$ cat config.mk
export PLATFORM = sky130hd
export DESIGN_NAME = replay_walk_event_select
export DESIGN_NICKNAME = d
export VERILOG_FILES = /design/src/rtl/replay_walk_pkg.sv /design/src/rtl/replay_walk_event_select.sv
export VERILOG_INCLUDE_DIRS = /design/src /design/src/rtl
export SDC_FILE = /design/constraint.sdc
export NUM_CORES = 2
export LEC_CHECK = 0
export ABC_CLOCK_PERIOD_IN_PS = 2660
export BUFFER_PORTS_ARGS = -buffer_cell sky130_fd_sc_hd__buf_2
export CORE_ASPECT_RATIO = 1.2
export CORE_MARGIN = 2
export CORE_UTILIZATION = 25
export CTS_CLUSTER_DIAMETER = 120
export DETAILED_ROUTE_END_ITERATION = 8
export GPL_ROUTABILITY_DRIVEN = 0
export GPL_TIMING_DRIVEN = 0
export MAX_ROUTING_LAYER = met4
export PLACE_DENSITY_LB_ADDON = 0.05
export SLEW_MARGIN = 10
export SYNTH_ARGS = -nofsm -noshare
export SYNTH_HDL_FRONTEND = slang
export SYNTH_SLANG_ARGS = --single-unit
$ cat constraint.sdc
create_clock -name clk_sys_i -period 2.66 [get_ports clk_sys_i]
set_clock_uncertainty 0.15 [all_clocks]
set_input_delay 0.399 -clock clk_sys_i [delete_from_list [all_inputs] [get_ports clk_sys_i]]
set_output_delay 0.399 -clock clk_sys_i [all_outputs]
set_load 0.02 [all_outputs]
$ cat src/rtl/replay_walk_cfg.svh
// Constants for the replay and page-walk event selection block
// Operation
// - Store-port replays count under event code 05H in selection bits 31:25.
// - Replay cause mask bits 24:9; any selected matching cause is counted.
// - Store-port selection register 0 feeds counters 8,9; register 1 feeds 10,11.
// - Ordering-buffer load replays use event code 03H and configuration select 02H.
// - Ordering-buffer mask bit 1 selects unknown store address replays.
// - Ordering-buffer mask bit 3 selects unknown store data replays.
// - Ordering-buffer mask bit 4 selects partially overlapping load/store data replays.
// - Ordering-buffer mask bit 5 selects low four address bit mismatch replays.
// - Ordering, walk, bus-unit register 0 feeds counters 0,1; register 1 feeds 2,3.
// - Page walks use event code 01H and configuration select 04H.
// - Walk mask bit 0 selects data translation misses, bit 1 instruction misses.
// - Bus-unit counts level two and three read lookups by result, and level two write misses only.
// - Read type covers loads and ownership reads; write covers writebacks and evictions.
// - Load-port replays use event code 04H; mask bit 1 selects divided loads.
`ifndef REPLAY_WALK_CFG_SVH
`define REPLAY_WALK_CFG_SVH
// ****************************************
// Field positions
// ****************************************
`define RW_CODE_HI      31
`define RW_CODE_LO      25
`define RW_MASK_HI      24
`define RW_MASK_LO      9
`define RW_SEL_HI       15
`define RW_SEL_LO       13
`define RW_EN_BIT       12
// ****************************************
// Event codes and configuration selects
// ****************************************
`define RW_CODE_STORE   7'h05
`define RW_CODE_LOAD    7'h04
`define RW_CODE_ORDER   7'h03
`define RW_CODE_WALK    7'h01
`define RW_CODE_LOOKUP  7'h0C
`define RW_SEL_STORE    3'h2
`define RW_SEL_ORDER    3'h2
`define RW_SEL_WALK     3'h4
`define RW_SEL_LOOKUP   3'h7
// ****************************************
// Cause bit positions
// ****************************************
`define RW_BIT_DIV      1
`define RW_BIT_NO_ADDR  1
`define RW_BIT_NO_DATA  3
`define RW_BIT_OVERLAP  4
`define RW_BIT_LOW_ADDR 5
`define RW_BIT_DWALK    0
`define RW_BIT_IWALK    1
`define RW_BIT_L2_HIT   0
`define RW_BIT_L3_HIT   3
`define RW_BIT_L2_MISS  8
`define RW_BIT_L3_MISS  9
`define RW_BIT_WR_MISS  10
// ****************************************
// Register map and reset values
// ****************************************
`define RW_REG_EVSEL    3'h0
`define RW_REG_CFG      3'h1
`define RW_REG_COUNT    3'h2
`define RW_EVSEL_RESET  32'h0000_0000
`define RW_CFG_RESET    32'h0000_0000
`define RW_IDX_STORE    0
`define RW_IDX_ORDER    2
`define RW_IDX_WALK     4
`define RW_IDX_LOOKUP   6
`endif

$ cat src/rtl/replay_walk_pkg.sv
// Types for the replay and page-walk event selection block
package replay_walk_pkg;
  typedef struct packed {
    logic valid;
    logic divided_cause;
  } port_replay_type;
  typedef struct packed {
    logic valid;
    logic unknown_store_address_cause;
    logic unknown_store_value_cause;
    logic overlap_mismatch_cause;
    logic low_address_mismatch_cause;
  } order_replay_type;
  typedef struct packed {
    logic valid;
    logic data_translation_miss_walk;
    logic instruction_translation_miss_walk;
  } walk_type;
  typedef enum logic [1:0] {
    ACC_LOAD  = 2'b00,
    ACC_OWN   = 2'b01,
    ACC_WBACK = 2'b10,
    ACC_EVICT = 2'b11
  } access_type;
  typedef enum logic [1:0] {
    RES_SHARED = 2'b00,
    RES_EXCL   = 2'b01,
    RES_MOD    = 2'b10,
    RES_MISS   = 2'b11
  } result_type;
  typedef struct packed {
    logic       valid;
    access_type access;
    logic       third_level;
    result_type result;
  } lookup_type;
endpackage : replay_walk_pkg

$ cat src/rtl/replay_walk_event_select.sv
// Event selection registers and qualified performance counters
`timescale 1ns/1ns
`include "replay_walk_cfg.svh"

module replay_walk_event_select
  import replay_walk_pkg::*;
#(
  parameter int CNT_W = 32
) (
  input  wire logic             clk_sys_i,
  input  wire logic             resetn_i,
  input  wire logic [7:0]       addr_i,
  input  wire logic [31:0]      wdata_i,
  input  wire logic             wr_i,
  input  wire logic             rd_i,
  output logic      [31:0]      rdata_o,
  input  wire port_replay_type  store_replay_i,
  input  wire port_replay_type  load_replay_i,
  input  wire order_replay_type order_replay_i,
  input  wire walk_type         walk_i,
  input  wire lookup_type       lookup_i
);

  // ****************************************
  // Cause vectors
  // ****************************************
  logic [15:0] store_cause;
  logic [15:0] load_cause;
  logic [15:0] order_cause;
  logic [15:0] walk_cause;
  logic [15:0] lookup_cause;
  logic        lookup_read;
  logic        lookup_write;

  // Store and load port causes
  always_comb begin
    store_cause = 16'h0000;
    store_cause[`RW_BIT_DIV] = store_replay_i.divided_cause;
    load_cause = 16'h0000;
    load_cause[`RW_BIT_DIV] = load_replay_i.divided_cause;
  end

  // Ordering-buffer causes
  always_comb begin
    order_cause = 16'h0000;
    order_cause[`RW_BIT_NO_ADDR] = order_replay_i.unknown_store_address_cause;
    order_cause[`RW_BIT_NO_DATA] = order_replay_i.unknown_store_value_cause;
    order_cause[`RW_BIT_OVERLAP] = order_replay_i.overlap_mismatch_cause;
    order_cause[`RW_BIT_LOW_ADDR] = order_replay_i.low_address_mismatch_cause;
  end

  // Page-walk causes
  always_comb begin
    walk_cause = 16'h0000;
    walk_cause[`RW_BIT_DWALK] = walk_i.data_translation_miss_walk;
    walk_cause[`RW_BIT_IWALK] = walk_i.instruction_translation_miss_walk;
  end

  // ****************************************
  // Bus-unit lookup cause
  // ****************************************
  // Loads and ownership reads are reads; writebacks and evictions are writes
  always_comb begin
    lookup_read  = (lookup_i.access == ACC_LOAD) || (lookup_i.access == ACC_OWN);
    lookup_write = (lookup_i.access == ACC_WBACK) || (lookup_i.access == ACC_EVICT);
  end

  always_comb begin
    lookup_cause = 16'h0000;
    if (lookup_read) begin
      if (lookup_i.result == RES_MISS) begin
        if (lookup_i.third_level) begin
          lookup_cause[`RW_BIT_L3_MISS] = 1'b1;
        end else begin
          lookup_cause[`RW_BIT_L2_MISS] = 1'b1;
        end
      end else if (lookup_i.third_level) begin
        lookup_cause[`RW_BIT_L3_HIT + int'(lookup_i.result)] = 1'b1;
      end else begin
        lookup_cause[`RW_BIT_L2_HIT + int'(lookup_i.result)] = 1'b1;
      end
    end else if (lookup_write && !lookup_i.third_level &&
                 (lookup_i.result == RES_MISS)) begin
      lookup_cause[`RW_BIT_WR_MISS] = 1'b1;
    end
  end

  // ****************************************
  // Register port decode
  // ****************************************
  logic [2:0] reg_region;
  logic [2:0] reg_index;
  logic       word_ok;
  logic [7:0] evsel_wr;
  logic [7:0] cfg_wr;
  logic [7:0] cnt_wr;

  always_comb begin
    reg_region = addr_i[7:5];
    reg_index  = addr_i[4:2];
    word_ok    = (addr_i[1:0] == 2'b00);
  end

  // One write enable per register; misaligned or unmapped writes hit nothing
  genvar gw;
  generate
    for (gw = 0; gw < 8; gw++) begin : g_wr_dec
      logic slot_hit;

      always_comb begin
        slot_hit     = wr_i && word_ok && (reg_index == 3'(gw));
        evsel_wr[gw] = slot_hit && (reg_region == `RW_REG_EVSEL);
        cfg_wr[gw]   = slot_hit && (reg_region == `RW_REG_CFG);
        cnt_wr[gw]   = slot_hit && (reg_region == `RW_REG_COUNT);
      end
    end
  endgenerate

  // ****************************************
  // Event selection registers
  // ****************************************
  // Index 0,1: store-address unit; 2,3: ordering buffer;
  // 4,5: walk handler; 6,7: bus unit
  logic [31:0] evsel_q [8];
  logic [7:0]  evsel_hit;

  function automatic logic ev_match(input logic [31:0] sel_reg,
                                    input logic [6:0]  code,
                                    input logic        valid,
                                    input logic [15:0] cause);
    logic code_ok;
    logic mask_ok;
    code_ok  = (sel_reg[`RW_CODE_HI:`RW_CODE_LO] == code);
    mask_ok  = |(sel_reg[`RW_MASK_HI:`RW_MASK_LO] & cause);
    ev_match = valid && code_ok && mask_ok;
  endfunction : ev_match

  genvar ge;
  generate
    for (ge = 0; ge < 8; ge++) begin : g_evsel
      logic [31:0] evsel_d;

      always_comb begin
        evsel_d = evsel_q[ge];
        if (evsel_wr[ge]) begin
          evsel_d = wdata_i;
        end
      end

      always_ff @(posedge clk_sys_i or negedge resetn_i) begin
        if (!resetn_i) begin
          evsel_q[ge] <= `RW_EVSEL_RESET;
        end else begin
          evsel_q[ge] <= evsel_d;
        end
      end

      // Each register matches only the events of its own unit
      if (ge < `RW_IDX_ORDER) begin : g_store_unit
        always_comb begin
          evsel_hit[ge] =
            ev_match(evsel_q[ge], `RW_CODE_STORE, store_replay_i.valid, store_cause) ||
            ev_match(evsel_q[ge], `RW_CODE_LOAD, load_replay_i.valid, load_cause);
        end
      end else if (ge < `RW_IDX_WALK) begin : g_order_unit
        always_comb begin
          evsel_hit[ge] = ev_match(evsel_q[ge], `RW_CODE_ORDER,
                                   order_replay_i.valid, order_cause);
        end
      end else if (ge < `RW_IDX_LOOKUP) begin : g_walk_unit
        always_comb begin
          evsel_hit[ge] = ev_match(evsel_q[ge], `RW_CODE_WALK,
                                   walk_i.valid, walk_cause);
        end
      end else begin : g_bus_unit
        always_comb begin
          evsel_hit[ge] = ev_match(evsel_q[ge], `RW_CODE_LOOKUP,
                                   lookup_i.valid, lookup_cause);
        end
      end
    end
  endgenerate

  // ****************************************
  // Counters and their configuration
  // ****************************************
  // Slot k is counter k for k < 4 and counter k + 4 otherwise
  logic [31:0]      cfg_q [8];
  logic [CNT_W-1:0] count_q [8];

  genvar gc;
  generate
    for (gc = 0; gc < 8; gc++) begin : g_cnt
      logic [31:0]      cfg_d;
      logic [CNT_W-1:0] count_d;
      logic [2:0]       sel;
      logic             enabled;
      logic             pair;
      logic             inc;

      // Bit 1 of the slot picks the first or the second selection register
      always_comb begin
        sel     = cfg_q[gc][`RW_SEL_HI:`RW_SEL_LO];
        enabled = cfg_q[gc][`RW_EN_BIT];
        pair    = 1'((gc >> 1) & 1);
      end

      if (gc < 4) begin : g_low
        logic hit_order;
        logic hit_walk;
        logic hit_lookup;

        always_comb begin
          hit_order  = (sel == `RW_SEL_ORDER) && evsel_hit[`RW_IDX_ORDER + int'(pair)];
          hit_walk   = (sel == `RW_SEL_WALK) && evsel_hit[`RW_IDX_WALK + int'(pair)];
          hit_lookup = (sel == `RW_SEL_LOOKUP) && evsel_hit[`RW_IDX_LOOKUP + int'(pair)];
          inc        = enabled && (hit_order || hit_walk || hit_lookup);
        end
      end else begin : g_high
        always_comb begin
          inc = enabled && (sel == `RW_SEL_STORE) &&
                evsel_hit[`RW_IDX_STORE + int'(pair)];
        end
      end

      always_comb begin
        cfg_d = cfg_q[gc];
        if (cfg_wr[gc]) begin
          cfg_d = wdata_i;
        end
      end

      // A software load wins over a same-cycle increment
      always_comb begin
        count_d = count_q[gc];
        if (cnt_wr[gc]) begin
          count_d = wdata_i[CNT_W-1:0];
        end else if (inc) begin
          count_d = count_q[gc] + {{(CNT_W-1){1'b0}}, 1'b1};
        end
      end

      always_ff @(posedge clk_sys_i or negedge resetn_i) begin
        if (!resetn_i) begin
          cfg_q[gc]   <= `RW_CFG_RESET;
          count_q[gc] <= '0;
        end else begin
          cfg_q[gc]   <= cfg_d;
          count_q[gc] <= count_d;
        end
      end
    end
  endgenerate

  // ****************************************
  // Read data
  // ****************************************
  logic        rd_ok;
  logic [31:0] rd_evsel;
  logic [31:0] rd_cfg;
  logic [31:0] rd_count;
  logic [31:0] rdata_d;
  logic [31:0] rdata_q;

  always_comb begin
    rd_ok    = rd_i && word_ok;
    rd_evsel = evsel_q[reg_index];
    rd_cfg   = cfg_q[reg_index];
    rd_count = 32'(count_q[reg_index]);
  end

  // Zero outside a read keeps the bus quiet between accesses
  always_comb begin
    rdata_d = 32'h0000_0000;
    if (rd_ok) begin
      case (reg_region)
        `RW_REG_EVSEL: begin
          rdata_d = rd_evsel;
        end
        `RW_REG_CFG: begin
          rdata_d = rd_cfg;
        end
        `RW_REG_COUNT: begin
          rdata_d = rd_count;
        end
        default: begin
          rdata_d = 32'h0000_0000;
        end
      endcase
    end
  end

  always_ff @(posedge clk_sys_i or negedge resetn_i) begin
    if (!resetn_i) begin
      rdata_q <= 32'h0000_0000;
    end else begin
      rdata_q <= rdata_d;
    end
  end

  assign rdata_o = rdata_q;

endmodule : replay_walk_event_select

---- Word level (Yosys, flattened, before mapping) ----
Cells that the tools add are included.
operators by class
  add/sub/neg operators ................... 9
  multipliers ............................. 0
  div/mod/pow operators ................... 0
  $lt $le $gt $ge ......................... 5
  equal/unequal tests ..................... 39
  shifts and indexed selects .............. 0
  muxes and demuxes ....................... 41
  bitwise operators ....................... 11
  reduce and logical (&&, ||, !) cells .... 117
operator list
  cell                   count
  $mux 32                23
  $bmux 32 s3            3
  $add 32x1->32 const B  8
  $reduce_or 16->1       10
  $and 16x2->16          6
  $pmux 32 s3            1
  $logic_and 1x1->1      82
  $eq 3x3->1 const B     12
  $eq 3x2->1 const B     11
  $and 16x16->16         2
  $and 16x6->16          2
  $eq 7x3->1 const B     4
  $mux 16                1
  $reduce_bool 2->1      8
  $eq 7x1->1 const B     2
  $eq 7x2->1 const B     2
  $eq 7x4->1 const B     2
  $logic_or 1x1->1       12
  $mux 10                1
  $mux 8                 1
  $eq 2x2->1 const B     3
  $eq 3x1->1 const B     2
  $logic_not 3->1        2
  $mux 1                 6
  15 further kinds       16
storage, ports and cells
  bits in registers ....................... 800
  bits in latches ......................... 0
  bits in writable memories ............... 0
  memory bits (read-only) ................. 0
  input port bits ......................... 62
  output and inout bits ................... 32
  logic and storage cells ................. 247
  memories kept ........................... 0

---- Longest topological paths before layout ----
  depth in word-level cells ............... 16
  depth in mapped cells ................... 11
  depth with buffers taken out ............ 9

---- Worst setup path before layout ----
Ideal clock, no wire load.
  path type ............................... input -> register
  from .................................... input port lookup_i[0] in the netlist's numbering
  to ...................................... register count_q[246] in the netlist's numbering
  setup time .............................. 0.082 ns
  data arrival time ....................... 2.546 ns
  required time ........................... 2.428 ns
  setup slack ............................. -0.118 ns
  cell stages on the path ................. 9
  path buffers ............................ 1
  cell sequence ........................... ha_1 -> nor2_2 -> and2_1 -> a32oi_1 -> a2111oi_4 -> o2111ai_4 -> buf_6 -> or3_1 -> a31oi_1
on the way
  longest elaborated chain between the ends .. 15
ends and longest elaborated chain
  item                                      RTL line                         text
  from (decl)                               replay_walk_event_select.sv:21   input wire lookup_type lookup_i
  $add 2x2->3 (no source line)              --
  $lt 3x5->1 or $ge 3x1->1 (tied branches)  replay_walk_event_select.sv:78   lookup_cause[`RW_BIT_L3_HIT + int'(lookup_i.result)] = 1'b1;
  $logic_and 1x1->1                         replay_walk_event_select.sv:78
  $mux 1                                    replay_walk_event_select.sv:78
  $demux 1 s4                               replay_walk_event_select.sv:78
  $mux 16                                   replay_walk_event_select.sv:77   end else if (lookup_i.third_level) begin
  $mux 8 (tied with other cells)            replay_walk_event_select.sv:71   if (lookup_i.result == RES_MISS) begin
  $mux 10 (tied with other cells)           replay_walk_event_select.sv:70   if (lookup_read) begin
  $and 16x16->16 *                          replay_walk_event_select.sv:134  mask_ok = |(sel_reg[`RW_MASK_HI:`RW_MASK_LO] & cause);
  $reduce_or 16->1 *                        replay_walk_event_select.sv:134
  $logic_and 1x1->1 *                       replay_walk_event_select.sv:135  ev_match = valid && code_ok && mask_ok;
  $logic_and 1x1->1 *                       replay_walk_event_select.sv:216  hit_lookup = (sel == `RW_SEL_LOOKUP) && evsel_hit[`RW_IDX_LOOKUP + int'(pair)];
  $logic_or 1x1->1 *                        replay_walk_event_select.sv:217  inc = enabled && (hit_order || hit_walk || hit_lookup);
  $logic_and 1x1->1 *                       replay_walk_event_select.sv:217
  $reduce_bool 2->1 (no source line) *      --
  to (signal, indexed assignment)           replay_walk_event_select.sv:249  count_q[gc] <= count_d;
  to (decl)                                 replay_walk_event_select.sv:189  logic [CNT_W-1:0] count_q [8];
Every way passes the cells marked *; elsewhere a longest branch is shown, timed or not.
A chain may end at the register's enable or synchronous reset.

---- Final worst setup path ----
  from .................................... register evsel_q[155] in the netlist's numbering
  to ...................................... register count_q[166] in the netlist's numbering
on the way
  longest elaborated chain between the ends .. 8
ends and longest elaborated chain
  item                                RTL line                         text
  from (decl)                         replay_walk_event_select.sv:124  logic [31:0] evsel_q [8];
  from (signal, indexed assignment)   replay_walk_event_select.sv:152  evsel_q[ge] <= `RW_EVSEL_RESET;
  from (signal, indexed assignment)   replay_walk_event_select.sv:154  evsel_q[ge] <= evsel_d;
  $eq 7x2->1                          replay_walk_event_select.sv:133  code_ok = (sel_reg[`RW_CODE_HI:`RW_CODE_LO] == code);
  $logic_and 1x1->1 (2 in a row)      replay_walk_event_select.sv:135
  $logic_and 1x1->1                   replay_walk_event_select.sv:214  hit_order = (sel == `RW_SEL_ORDER) && evsel_hit[`RW_IDX_ORDER + int'(pair)];
  $logic_or 1x1->1 (2 in a row)       replay_walk_event_select.sv:217
  $logic_and 1x1->1                   replay_walk_event_select.sv:217
  $reduce_bool 2->1 (no source line)  --
Every way passes these cells.

==> metrics <==
path type of the worst setup path=reg -> reg; DRT Pass-1 Iters=5; Arrival @ worst endpoint=around 3.5 ns; Top FF cell, synth=dfrtp_1; VDD IR max=about 0.56 mV; Fmax=about 330 MHz; area of the multi-input gates=21,900 um2; Area Growth Syn to Fin=25.0%; GRT Overall Usage=0.237; CTS tree=yes; share of flip-flops with an asynchronous set or reset=1.00; fill count=approximately 17,000; Post-Syn Area=41,300 um2; DR top layer=met4; boundary pin count=between 90 and 100; crit path max fanout=8; remaining antenna violation count=0; Storage cell area=roughly 20,000 um2; crit path cell chain=nor4b_2, nand4_1, a21oi_2, buf_4, a32oi_4, and2_4, clkbuf_16, or3_1, a31oi_1; initial antenna violation count=9; first-pass GRT wire length=between 200,000 and 300,000 um; drt total wl=approximately 200,000 um; hpwl dp=~140,000 um; Core Area=about 160,000 um2; Least-Margin Pin Slew=~1.3 ns; DP Cell Count=5,724; Nets=approximately 3,900; min cycle time layout=roughly 3 ns; fin cells=between 6,000 and 7,000; die area=between 150,000 and 200,000 um2; most common cell after layout, fill and taps aside=dfrtp_1; placed instance area=44,900 um2; met2 wire len=~100,000 um; DRC viols=0; DR vias/cell=between 5 and 6; most frequent cells in the layout=dfrtp_1, mux2_2, nor2_1; max_cap viols=0; Final Hold Viols=0; Final Setup Violations=155; die height=about 450 um; syn_nets=between 3,000 and 4,000; Clock Tree Buf Depth=3; starting DRC count in detailed routing=1,735; Inserted Clock Buffers=just over 100; min-delay worst type=in -> async; total grt overflow=0; Tcrit/Tclk final=1.15; r2r worst-path depth=9; H-tree lvl count=3; routed wl met3=6760 um; ratio of cells with drive above 1 in the final layout=0.362; Setup crit end kind=flop; Pwr Density=approximately 600 nW/um2; CTS root buf=clkbuf_16; worst setup margin=-0.407 ns; Slew Limit Headroom=0.120; flop-to-flop setup slack=-0.41 ns; chip width=roughly 380 um; register area share after synthesis=0.484; CTS Sinks=800; largest cells by area after synthesis=dfrtp_1, mux2_2, mux4_2; FP Rows=about 160; Max Transition Viols Final=0; RR Endpoint=count_q[166]; Synth Instances=approximately 3,500; violations in the final reports=setup timing; CP max stage delay=0.51 ns; Critical Path RT=~3.1 ns; Synth warnings=0; Unique masters post-synth=72; WL/cell=approximately 33 um; clk slew on worst S/H paths=roughly 0.060 ns; port bufs=85; met1 WL=roughly 83,000 um; Starting Density=0.252; Yosys top cell by area=dfrtp_1; RSZ-0062 raised after global routing=yes; Final Instance Area=roughly 52,000 um2; CP startpoint kind=flop; FF-to-FF Start=evsel_q[155]; number of synthesized flops with an enable pin=0; slowest CP cell=nand4_1; top-area cell type share of the netlist area=0.484; Yosys reg bits=800; Via Count=a little over 30,000; status=finished with violations; vias in the first global route=32,223; Mapped Avg Cell Area=11.9 um2; pin count of the biggest net entering global routing=between 100 and 150; worst-skew pair later-pin latency=between 0.7 and 0.8 ns; Leak Pwr=0.0224 uW
where the power goes:
group          internal [uW]  total [uW]  switching (uW)
clock                   8000       14000            6040
combinational           1260        3090            1840
sequential             12800       13600             733
through the flow:
stage	hold WS [ns]	utilization	TNS [ns]	setup slack (ns)	total power [uW]
floorplan	-0.0466	-	-0.0929	-0.0929	15100
global placement	0.310	0.271	-	-19.19	16700
detailed placement	0.174	0.273	-1095.62	-2.72	16800
CTS	0.00730	0.308	-32.48	-0.468	31200
global route	0.0491	0.314	-37.69	-0.491	31900
finish	0.0230	0.314	-24.07	-0.407	30700
state kept, by name, indices dropped and copies added (netlist names):
name     flops
rdata_o     32
cfg_q      256
count_q    256
evsel_q    256
routing by layer:
layer  vias to the layer above  track usage
met4                         0       0.0678
met2                       668        0.410
met1                     16671        0.292
li1                      13388            -
met3                       237       0.0240
met5                         -            -
synthesized netlist by cell type, drive strengths merged (39+ instances only):
cell	count
xnor2	99
dfrtp	800
nand2	185
mux4	192
and3	69
a211oi	39
o21ai	79
nand4	49
clkbuf	241
mux2i	51
xor2	113
mux2	531
a21oi	248
nor2	307
nand3	87
area by class of cell:
class / count / area share
well taps: 2145 / 0.0519
multi-input cells: 2371 / 0.424
repair buffers: 233 / 0.0423
flip-flops and latches: 800 / 0.388
plain buffers: 268 / 0.0272
inverters: 33 / 0.00274
clock buffers: 146 / 0.0565
diodes: 6 / 0.000291
clock inverters: 32 / 0.00731
timing repair:
action	CTS	global route
resized for setup	361	192
hold buffers	31	0
endpoints found under the hold margin	358	0
gates cloned	6	3
endpoints found under the setup margin	652	274
buffers inserted	69	33
pin swaps	184	194
critical path, delay by kind of cell (launching register included):
family / cells / cell delay (ns)
simple gates: 4 / 1.36
compound gates: 3 / 0.70
flops: 1 / 0.39
buf+inv: 2 / 0.34
kinds of logic after synthesis:
group / share of synthesized area
buffers and inverters: 0.0285
AOI/OAI and AO/OA: 0.0759
and+or+nand+nor: 0.101
DFF: 0.484
muxes: 0.262
xor gates and xnor gates: 0.0449
adders and majority gates: 0.00424
worst max path at each step:
| stage | start | end |
|---|---|---|
| after floorplan | lookup_i[0] | count_q[246] |
| after global placement | resetn_i | cfg_q[149] |
| after detailed placement | addr_i[3] | rdata_o[15] |
| after CTS | evsel_q[155] | count_q[166] |
| after global routing | evsel_q[155] | count_q[166] |
| final | evsel_q[155] | count_q[166] |
No activity file was read; power rests on OpenSTA's default activity.
